<file path="config.mk">
export PLATFORM = sky130hd
export DESIGN_NAME = cbwin_config
export DESIGN_NICKNAME = d
export VERILOG_FILES = /design/src/cbwin_pkg.sv /design/src/cbwin_config.sv
export SDC_FILE = /design/constraint.sdc
export NUM_CORES = 1
export LEC_CHECK = 0
export ABC_CLOCK_PERIOD_IN_PS = 6400
export BUFFER_PORTS_ARGS = -buffer_cell sky130_fd_sc_hd__buf_2
export CAP_MARGIN = 30
export CORE_MARGIN = 2
export CORE_UTILIZATION = 45
export CTS_CLUSTER_SIZE = 20
export DETAILED_ROUTE_END_ITERATION = 10
export PLACE_DENSITY = 0.69
export SYNTH_ARGS = -nofsm -noshare
export SYNTH_HDL_FRONTEND = slang
export SYNTH_SLANG_ARGS = --single-unit
</file>
<file path="constraint.sdc">
create_clock -name clk -period 6.4 [get_ports clk]
set_input_delay 1.6 -clock clk [delete_from_list [all_inputs] [get_ports clk]]
set_output_delay 1.6 -clock clk [all_outputs]
set_load 0.01 [all_outputs]
</file>
<file path="src/cbwin_pkg.sv">
// Package for the bridge window and interrupt configuration block.
// Assumes one configuration access port on the 125 MHz clock.
package cbwin_pkg;

  // ==========================================================
  // Register offsets (byte addresses in configuration space)
  // ==========================================================
  localparam logic [7:0] OFS_MEM_WINDOW0_BOTTOM = 8'h1C;
  localparam logic [7:0] OFS_MEM_WINDOW0_TOP = 8'h20;
  localparam logic [7:0] OFS_MEM_WINDOW1_BOTTOM = 8'h24;
  localparam logic [7:0] OFS_MEM_WINDOW1_TOP = 8'h28;
  localparam logic [7:0] OFS_IO_WINDOW0_BOTTOM = 8'h2C;
  localparam logic [7:0] OFS_IO_WINDOW0_TOP = 8'h30;
  localparam logic [7:0] OFS_IO_WINDOW1_BOTTOM = 8'h34;
  localparam logic [7:0] OFS_IO_WINDOW1_TOP = 8'h38;
  localparam logic [7:0] OFS_IRQ_ROUTING_LINE = 8'h3C;
  localparam logic [7:0] OFS_IRQ_PIN_SELECT = 8'h3D;
  localparam logic [7:0] OFS_BRIDGE_CTRL = 8'h3E;

  // ==========================================================
  // Field positions
  // ==========================================================
  localparam int MEM_ADDR_LSB = 12;
  localparam int IO_ADDR_LSB = 2;
  localparam int IO_PAGE_LSB = 16;
  localparam int IO_LIMIT_MSB = 15;
  localparam int LINE_LSB = 0;
  localparam int PIN_LSB = 8;
  localparam int BCTL_LSB = 16;
  localparam int MEM_WINDOW0_PREFETCHABLE_BIT = 8;
  localparam int MEM_WINDOW1_PREFETCHABLE_BIT = 9;
  localparam int NUM_WINDOWS = 2;

  // ==========================================================
  // Reset and fixed values
  // ==========================================================
  localparam logic [7:0] IRQ_LINE_RESET = 8'hFF;
  localparam logic PREFETCH_RESET = 1'b1;
  localparam logic [7:0] IRQ_PIN_INTA = 8'h01;
  localparam logic [7:0] IRQ_PIN_INTB = 8'h02;
  localparam logic [7:0] IRQ_PIN_NONE = 8'h00;
  localparam logic [1:0] IRQ_MODE_RESERVED = 2'h3;

  // ==========================================================
  // Carriers
  // ==========================================================
  typedef struct packed {
    logic rd;
    logic wr;
    logic [7:0] addr;
    logic [3:0] be;
    logic [31:0] wdata;
  } cbwin_cfg_req_t;

  typedef struct packed {
    logic valid;
    logic rdata_valid;
    logic [31:0] rdata;
  } cbwin_cfg_rsp_t;

  typedef struct packed {
    logic valid;
    logic is_io;
    logic from_cardbus;
    logic [31:0] addr;
  } cbwin_query_t;

  typedef struct packed {
    logic valid;
    logic forward;
    logic [1:0] hit;
    logic prefetchable;
  } cbwin_result_t;

endpackage : cbwin_pkg

</file>
<file path="src/cbwin_config.sv">
// Memory and I/O forwarding windows plus interrupt line/pin registers.
// Assumes config accesses and address queries come from logic on clk.
// Functional notes
// - Memory top register is the highest address of each memory window.
// - Memory window bits 31..12 writable, giving 4 KB placement.
// - Memory top bits 11..0 read zero, writes ignored.
// - Memory window claims only if bottom or top is nonzero.
// - Prefetch of each memory window follows its own bridge control bit.
// - I/O bottom and top registers decide I/O forwarding both ways.
// - I/O bottom low half sets offset, high half selects 64 KB page.
// - I/O bottom bits 31..2 writable, bits 1..0 read zero.
// - I/O window enabled only if bottom or top is nonzero.
// - I/O top bits 15..2 writable, bits 1..0 read zero.
// - I/O top bits 31..16 read zero; page comes from I/O bottom.
// - I/O top compare treats its two low bits as ones.
// - Interrupt line is 8-bit read/write, resets to all ones.
// - Interrupt pin value also depends on the signaling mode field.
// - Mode 3 reads 00h; otherwise tied: both functions read 01h; untied: function 0 01h, function 1 02h.
// - Prefetch select bits reset to one; zero makes window nonprefetchable.
`timescale 1ns/1ns
`default_nettype none

module cbwin_config (
  input wire logic clk,
  input wire logic arst_n,
  input wire logic ce,
  input wire logic func_id,
  input wire logic irq_functions_tied_bit,
  input wire logic [1:0] irq_signaling_mode_field,
  input wire cbwin_pkg::cbwin_cfg_req_t cfg_req,
  output var cbwin_pkg::cbwin_cfg_rsp_t cfg_rsp,
  input wire cbwin_pkg::cbwin_query_t query,
  output var cbwin_pkg::cbwin_result_t result,
  output logic [1:0] mem_window_prefetchable
);
  import cbwin_pkg::*;

  // ==========================================================
  // Storage
  // ==========================================================
  // Only writable bits are stored; read-only zeros are rebuilt on read
  logic [31:MEM_ADDR_LSB] mem_bot_r [NUM_WINDOWS];
  logic [31:MEM_ADDR_LSB] mem_bot_nxt [NUM_WINDOWS];
  logic [31:MEM_ADDR_LSB] mem_top_r [NUM_WINDOWS];
  logic [31:MEM_ADDR_LSB] mem_top_nxt [NUM_WINDOWS];
  logic [31:IO_ADDR_LSB] io_bot_r [NUM_WINDOWS];
  logic [31:IO_ADDR_LSB] io_bot_nxt [NUM_WINDOWS];
  logic [IO_LIMIT_MSB:IO_ADDR_LSB] io_top_r [NUM_WINDOWS];
  logic [IO_LIMIT_MSB:IO_ADDR_LSB] io_top_nxt [NUM_WINDOWS];
  logic [31:0] mem_bot_word [NUM_WINDOWS];
  logic [31:0] mem_top_word [NUM_WINDOWS];
  logic [31:0] io_bot_word [NUM_WINDOWS];
  logic [31:0] io_top_word [NUM_WINDOWS];
  logic [NUM_WINDOWS-1:0] win_hit;
  logic [7:0] irq_line_r;
  logic [7:0] irq_line_nxt;
  logic [1:0] prefetch_r;
  logic [1:0] prefetch_nxt;
  logic [7:0] irq_pin;
  logic [31:0] word_at_3c;
  cbwin_cfg_rsp_t rsp_nxt;
  cbwin_result_t result_nxt;

  // Byte-lane merge of a write into a full word
  function automatic logic [31:0] merge_be(input logic [31:0] old, input logic [31:0] wd,
                                          input logic [3:0] be);
    logic [31:0] m;
    m = old;
    for (int b = 0; b < 4; b++) begin
      if (be[b]) begin
        m[b*8 +: 8] = wd[b*8 +: 8];
      end
    end
    return m;
  endfunction : merge_be

  // ==========================================================
  // Per-window registers and address match
  // ==========================================================
  for (genvar i = 0; i < NUM_WINDOWS; i++) begin : g_win
    localparam logic [7:0] MB = (i == 0) ? OFS_MEM_WINDOW0_BOTTOM : OFS_MEM_WINDOW1_BOTTOM;
    localparam logic [7:0] MT = (i == 0) ? OFS_MEM_WINDOW0_TOP : OFS_MEM_WINDOW1_TOP;
    localparam logic [7:0] IB = (i == 0) ? OFS_IO_WINDOW0_BOTTOM : OFS_IO_WINDOW1_BOTTOM;
    localparam logic [7:0] IT = (i == 0) ? OFS_IO_WINDOW0_TOP : OFS_IO_WINDOW1_TOP;
    logic [31:0] io_top_full;
    logic mem_en;
    logic io_en;

    // Read views rebuild the hardwired zero bits
    assign mem_bot_word[i] = {mem_bot_r[i], {MEM_ADDR_LSB{1'b0}}};
    assign mem_top_word[i] = {mem_top_r[i], {MEM_ADDR_LSB{1'b0}}};
    assign io_bot_word[i] = {io_bot_r[i], {IO_ADDR_LSB{1'b0}}};
    assign io_top_word[i] = {{(32-IO_PAGE_LSB){1'b0}}, io_top_r[i], {IO_ADDR_LSB{1'b0}}};

    // Next values: a write touches only its writable bits
    always_comb begin
      logic [31:0] m;
      m = 32'h0000_0000;
      mem_bot_nxt[i] = mem_bot_r[i];
      mem_top_nxt[i] = mem_top_r[i];
      io_bot_nxt[i] = io_bot_r[i];
      io_top_nxt[i] = io_top_r[i];
      if (cfg_req.wr) begin
        if (cfg_req.addr == MB) begin
          m = merge_be(mem_bot_word[i], cfg_req.wdata, cfg_req.be);
          mem_bot_nxt[i] = m[31:MEM_ADDR_LSB];
        end
        if (cfg_req.addr == MT) begin
          m = merge_be(mem_top_word[i], cfg_req.wdata, cfg_req.be);
          mem_top_nxt[i] = m[31:MEM_ADDR_LSB];
        end
        if (cfg_req.addr == IB) begin
          m = merge_be(io_bot_word[i], cfg_req.wdata, cfg_req.be);
          io_bot_nxt[i] = m[31:IO_ADDR_LSB];
        end
        if (cfg_req.addr == IT) begin
          m = merge_be(io_top_word[i], cfg_req.wdata, cfg_req.be);
          io_top_nxt[i] = m[IO_LIMIT_MSB:IO_ADDR_LSB];
        end
      end
    end

    // Window registers, all zero so every window starts disabled
    always_ff @(posedge clk or negedge arst_n) begin
      if (!arst_n) begin
        mem_bot_r[i] <= '0;
        mem_top_r[i] <= '0;
        io_bot_r[i] <= '0;
        io_top_r[i] <= '0;
      end else if (ce) begin
        mem_bot_r[i] <= mem_bot_nxt[i];
        mem_top_r[i] <= mem_top_nxt[i];
        io_bot_r[i] <= io_bot_nxt[i];
        io_top_r[i] <= io_top_nxt[i];
      end
    end

    // I/O top borrows the page of the bottom register
    assign io_top_full = {io_bot_r[i][31:IO_PAGE_LSB], io_top_r[i], 2'b11};
    assign mem_en = (mem_bot_r[i] != '0) || (mem_top_r[i] != '0);
    assign io_en = (io_bot_r[i] != '0) || (io_top_r[i] != '0);

    // Inclusive range compare; low limit bits count as ones
    always_comb begin
      if (query.is_io) begin
        win_hit[i] = io_en && (query.addr >= io_bot_word[i])
                     && (query.addr <= io_top_full);
      end else begin
        win_hit[i] = mem_en && (query.addr >= mem_bot_word[i])
                     && (query.addr <= {mem_top_r[i], {MEM_ADDR_LSB{1'b1}}});
      end
    end
  end

  // ==========================================================
  // Interrupt pin value
  // ==========================================================
  // Reserved mode reports no pin so software does not route a dead line
  always_comb begin
    if (irq_signaling_mode_field == IRQ_MODE_RESERVED) begin
      irq_pin = IRQ_PIN_NONE;
    end else if (irq_functions_tied_bit || !func_id) begin
      irq_pin = IRQ_PIN_INTA;
    end else begin
      irq_pin = IRQ_PIN_INTB;
    end
  end

  // ==========================================================
  // Interrupt line and prefetch select
  // ==========================================================
  // Bridge control byte 3 carries only the two prefetch selects; all else reads zero
  assign word_at_3c = {6'h00, prefetch_r, 8'h00, irq_pin, irq_line_r};

  // Shared dword: line, pin (read-only), bridge control prefetch bits
  always_comb begin
    logic [31:0] m;
    m = merge_be(word_at_3c, cfg_req.wdata, cfg_req.be);
    irq_line_nxt = irq_line_r;
    prefetch_nxt = prefetch_r;
    if (cfg_req.wr && cfg_req.addr == OFS_IRQ_ROUTING_LINE) begin
      irq_line_nxt = m[LINE_LSB +: 8];
      prefetch_nxt = {m[BCTL_LSB + MEM_WINDOW1_PREFETCHABLE_BIT], m[BCTL_LSB + MEM_WINDOW0_PREFETCHABLE_BIT]};
    end
  end

  always_ff @(posedge clk or negedge arst_n) begin
    if (!arst_n) begin
      irq_line_r <= IRQ_LINE_RESET;
      prefetch_r <= {PREFETCH_RESET, PREFETCH_RESET};
    end else if (ce) begin
      irq_line_r <= irq_line_nxt;
      prefetch_r <= prefetch_nxt;
    end
  end

  // ==========================================================
  // Configuration read answer
  // ==========================================================
  // Unmapped offsets read as zero; answer one cycle after the request
  always_comb begin
    rsp_nxt.valid = cfg_req.rd || cfg_req.wr;
    rsp_nxt.rdata_valid = cfg_req.rd;
    rsp_nxt.rdata = 32'h0000_0000;
    if (cfg_req.rd) begin
      case (cfg_req.addr)
        OFS_MEM_WINDOW0_BOTTOM: rsp_nxt.rdata = mem_bot_word[0];
        OFS_MEM_WINDOW0_TOP: rsp_nxt.rdata = mem_top_word[0];
        OFS_MEM_WINDOW1_BOTTOM: rsp_nxt.rdata = mem_bot_word[1];
        OFS_MEM_WINDOW1_TOP: rsp_nxt.rdata = mem_top_word[1];
        OFS_IO_WINDOW0_BOTTOM: rsp_nxt.rdata = io_bot_word[0];
        OFS_IO_WINDOW0_TOP: rsp_nxt.rdata = io_top_word[0];
        OFS_IO_WINDOW1_BOTTOM: rsp_nxt.rdata = io_bot_word[1];
        OFS_IO_WINDOW1_TOP: rsp_nxt.rdata = io_top_word[1];
        OFS_IRQ_ROUTING_LINE: rsp_nxt.rdata = word_at_3c;
        default: rsp_nxt.rdata = 32'h0000_0000;
      endcase
    end
  end

  // ==========================================================
  // Window decision
  // ==========================================================
  // CardBus-side cycles go upstream only when no window claims them
  always_comb begin
    result_nxt.valid = query.valid;
    result_nxt.hit = query.valid ? win_hit : 2'b00;
    result_nxt.forward = query.valid && (query.from_cardbus ? (win_hit == 2'b00) : (win_hit != 2'b00));
    // Window 0 wins the prefetch answer if both overlap
    if (!query.valid || query.is_io) begin
      result_nxt.prefetchable = 1'b0;
    end else if (win_hit[0]) begin
      result_nxt.prefetchable = prefetch_r[0];
    end else begin
      result_nxt.prefetchable = win_hit[1] && prefetch_r[1];
    end
  end

  // Output flops
  always_ff @(posedge clk or negedge arst_n) begin
    if (!arst_n) begin
      cfg_rsp <= '0;
      result <= '0;
      mem_window_prefetchable <= {PREFETCH_RESET, PREFETCH_RESET};
    end else if (ce) begin
      cfg_rsp <= rsp_nxt;
      result <= result_nxt;
      mem_window_prefetchable <= prefetch_nxt;
    end
  end

endmodule : cbwin_config

`default_nettype wire

</file>
# Word-level counts from Yosys, hierarchy flattened
# Cells that the tools add are included.
# word_totals
register_bits,217
inputBits,88
output_inout_bits,41
wordCells,117
# op_classes
n_lt_le_gt_ge,8
eq_ne,10
n_mux,10
reduce_logical,56
# ops
operator,n
case mux 32 bit (9 select lines),1
>= comparator 32 bit,4
less-or-equal comparator 32 bit,4
AND reduction 4 bit,24
nonzero test 20 bit,4
== test 8 x 6 -> 1 bit (second input constant),8
nonzero test 30 bit,2
two-way mux 32 bit,1
nonzero test 14 bit,2
logical AND 1 bit,11
== test 8 x 5 -> 1 bit (second input constant),1
logical OR 1 bit,7
two-way mux 2 bit,3
AND reduction 3 bit,2
two-way mux 1 bit,5
== test 2 bit (second input constant),1
logical NOT 1 bit,2
logical NOT 2 bit,1
nonzero test 2 bit,1

# Depth between registers and ports, before layout
# depth
depth_word,8
mapped_depth,10
depth_no_buf,10

# Least setup slack after synthesis
# No wires, ideal clock.
# synth_path
path_kind,input to register
startpoint,input query[7] (netlist bit)
endpoint,register result[3] (netlist bit)
t_arrival_ps,3616
required_ps,6278
slack_ps,2662
path_stages,8
path_cell_list,or4_4 > o41ai_2 > a2111oi_1 > o21a_1 > a211o_1 > o22a_1 > a21o_1 > a32o_1
# synth_between
elab_chain_len,7
word_cells_on_any_way,22
cone_classes,order compare: 8; mux: 3; reduce/logical: 11
# synth_lines
item,line,source
from (decl),cbwin_config.sv:32,"input wire cbwin_pkg::cbwin_query_t query,"
">= comparator 32 bit, on equally long branches","cbwin_config.sv:149, cbwin_config.sv:146",
"logical AND 1 bit, on equally long branches","cbwin_config.sv:149, cbwin_config.sv:146",
"logical AND 1 bit, on equally long branches","cbwin_config.sv:150, cbwin_config.sv:147",
two-way mux 1 bit,cbwin_config.sv:145,if (query.is_io) begin
nonzero test 2 bit / logical NOT 2 bit (equally long branches),cbwin_config.sv:228,result_nxt.forward = query.valid && (query.from_cardbus ? (win_hit == 2'b00) : (win_hit != 2'b00));
two-way mux 1 bit (*),cbwin_config.sv:228,
logical AND 1 bit (*),cbwin_config.sv:228,
to (signal assigned),cbwin_config.sv:247,result <= result_nxt;
to (decl),cbwin_config.sv:33,"output var cbwin_pkg::cbwin_result_t result,"
# Every way passes the cells marked *; elsewhere a longest branch is shown, timed or not.
# A chain may end at the register's enable or synchronous reset.

# Final worst setup path
# layout_path
startpoint,input cfg_req[39] (netlist bit)
endpoint,"register io_bot_r, in the netlist g_win[0].io_top_full[18]"
# layout_between
elab_chain_len,2
# layout_lines
item,line,source
from (decl),cbwin_config.sv:30,"input wire cbwin_pkg::cbwin_cfg_req_t cfg_req,"
== test 8 x 6 -> 1 bit,cbwin_config.sv:112,if (cfg_req.addr == IB) begin
AND reduction 4 bit (no source line),n/a,
"to (signal, indexed assignment)",cbwin_config.sv:133,io_bot_r[i] <= io_bot_nxt[i];
to (decl),cbwin_config.sv:46,logic [31:IO_ADDR_LSB] io_bot_r [NUM_WINDOWS];
# No other way between the ends.

==> impl_metrics.toml <==
[status]
status = "finished clean"

[min_path]
whs_endpoint = "cfg_rsp[16]"
hold_depth = 1
hp-start = "cfg_rsp[16]"
hp-class = "register to register"

[yosys]
avgSynthCellArea_um2 = 10.1
synth.cell_area_um2 = 13600
synth-seq-area-share = 0.399
synthTopCellsByArea = "dfrtp_1 (38%), ha_1 (15%), mux2_2 (11%), inv_1 (4.8%), a21oi_1 (3.0%)"
yosys.cell_types.count = 58
ys_seq_elements = 217
async_reset_ff_frac = 1.00
yosys_warnings = 0
synth_cells = 1352
synth_edf_count = 0
syn_nets = 1608
synth_top_cell_by_area = "dfrtp_1"
synth_common_cells = "dfrtp_1 (207), inv_1 (173), ha_1 (168)"
synth_most_common_cell = "dfrtp_1"
synth_flop_cell = "dfrtp_1"
netlist.area_leader.share = 0.380

[sta]
skew_ps = 33.4
worst_slew_pin_slew_ps = 1010
max_freq_mhz = 244
rsz0062_at_grt = "false"
period_needed_ps = 4110
setup-tns-final_ps = 0
post-route-period-util = 0.642
final_hold_viol_count = 0
relSlewSlack = 0.328
setup_viol = 0
slew_violations = 0

[setup_path]
crit_slowest_cell = "nor2_2"
cp_num_cells = 6
critPathCaptureType = "register"
cp_max_fo = 25
path_buf_inv = 2
worst_setup_path_start_kind = "primary input"
cp_slowest_stage_delay_ps = 770
rr_endpoint = "result[3]"
ff2ff_path_depth = 10
r2r_slack_ps = 3180
crit_chain = "buf_2 -> nand3_1 -> nor2_2 -> buf_4 -> nand2_1 -> mux2_2"
r2r_start = "g_win[1].io_top_full[21]"
path_class = "primary input to register"
arrival_ps = 4550
worst_ep_required_time_ps = 6840
cpLargestDelayFamily = "simple AND/OR/NAND/NOR gates"

[power]
power.static_leakage_uw = 0.00747
power_density_nw_per_um2 = 210
power.total_uw = 3280
vdd_ir_drop_max_uv = 199

[clocking]
cts-resized-gates = 0
htreeDepth = 1
cts_buffer_depth = 3
clk_transition_reported_paths_ps = 60
cts_sinks = 217
ctsHoldBuffers = 0
root_buffer = "clkbuf_16"
numCtsBuffers = 26
cts_setup_buffers = 0
clkLatencyLatePin_ps = 560
cts_tree = "built"

[floorplan]
num_rows = 63
die_y_um = 178
dieArea_um2 = 31700
die_x_um = 178
start_util = 0.459
io_pins = 129
core-area_um2 = 29700

[finish]
num-fill-cells = 2686
drive_gt1_frac = 0.222
fin_nets = 1737
synthToLayoutAreaGrowth_pct = 14.5
multiInputGateArea_um2 = 7420
seqCellArea_um2 = 5440

[global_routing]
grt_start_max_net_pins = 147
grt_pass1_wl_mm = 68.9
antenna_found_initial = 0
grt_pass1_vias = 11600
grt_use_total = 0.288
grt_overflow = 0

[placed_design]
numPortBuffers = 128
gp_congestion = 1.00
dp_hpwl_mm = 34.4

[drt]
dr.first_iter.drc_count = 1406
avgViaCountPerCell = 6.23
vias = 11800
wl_met3_mm = 4.12
drc = 0
dr.max_layer_used = "met4"
ant_nets = 0
route.met2.wl_mm = 20.5
wl_per_cell_um = 24.0
drtPass1Iterations = 7
wl_mm = 45.4
wl_met1_mm = 18.8

[flow_run]
cap_viol_max_count = 0
-- logic make-up after synthesis --
family	Yosys count	share of synthesized area
and+or+nand+nor	300	0.110
buffers and inverters	212	0.0585
AOI/OAI and AO/OA	295	0.148
adders and majority gates	168	0.154
DFF	217	0.399
muxes	160	0.131
-- metrics by stage --
step                      setup WS, ps  hold WS (ps)  cell area (µm²)   util  cells
after floorplan                   2660           509            13600      -   1352
after global placement            1940           460            14700  0.496   1842
after detailed placement          1860           464            14700  0.496   1843
after CTS                         2420           477            15600  0.526   1891
after global routing              2230           501            15600  0.526   1891
final                             2290           474            15600  0.526   1892
-- worst max path at each step --
| stage | start | endpoint | slack [ps] |
|---|---|---|---|
| after floorplan | query[7] | result[3] | 2660 |
| after global placement | cfg_req[39] | g_win[0].io_top_full[17] | 1940 |
| after detailed placement | cfg_req[39] | g_win[0].io_top_full[17] | 1860 |
| after CTS | cfg_req[39] | g_win[0].io_top_full[17] | 2420 |
| after global routing | cfg_req[39] | g_win[0].io_top_full[29] | 2230 |
| final | cfg_req[39] | g_win[0].io_top_full[18] | 2290 |
-- registers in the layout, indices dropped and copies added, names as in the netlist --
signal	count
cfg_rsp	34
g_win.io_top_full	60
io_bot_r	28
irq_line_r	8
mem_bot_r	40
mem_top_r	40
prefetch_r	2
result	5
-- layout by cell type (no fill, tap or decap), types with 29 or more instances in the layout --
cell type / synthesis / layout
dfrtp_1: 207 / 207
inv_1: 173 / 173
ha_1: 168 / 168
mux2_2: 129 / 129
buf_2: 2 / 128
nand2_1: 105 / 105
a21oi_1: 81 / 81
nor4_1: 46 / 46
o21ai_0: 39 / 39
nand4_1: 38 / 38
nor2_1: 35 / 32
nand3_1: 31 / 31
a222oi_1: 30 / 30
a21o_1: 29 / 29
-- worst register-to-register path, delay by kind of cell (launching register included) --
| kind | cells | cell delay, ps |
|---|---|---|
| adders and majority gates | 1 | 300 |
| AOI/OAI and AO/OA | 4 | 1360 |
| and+or+nand+nor | 4 | 920 |
| DFF | 1 | 440 |
| buffers and inverters | 1 | 70 |
-- power breakdown --
part           internal [µW]  switching (µW)  leakage, µW  total (µW)
Combinational            125             221      0.00423         346
Sequential              1400            28.0      0.00281        1420
Clock                    875             630     0.000435        1510
Total                   2400             879      0.00747        3280
-- cell type report --
class                           instances  area share
Timing Repair Buffer                  139      0.0476
Clock inverter                         14     0.00833
Antenna cell                            1    0.000160
Sequential cell                       217       0.348
Clock buffer                           34      0.0480
Tap cell                              390      0.0312
Multi-Input combinational cell        923       0.475
Inverter                              174      0.0418
-- layer usage --
layer,vias to the layer above,GRT usage
met3,131,0.0597
met4,0,0.112
li1,5273,-
met5,-,0
met2,610,0.460
met1,5780,0.384
(Power assumes the default switching activity.)
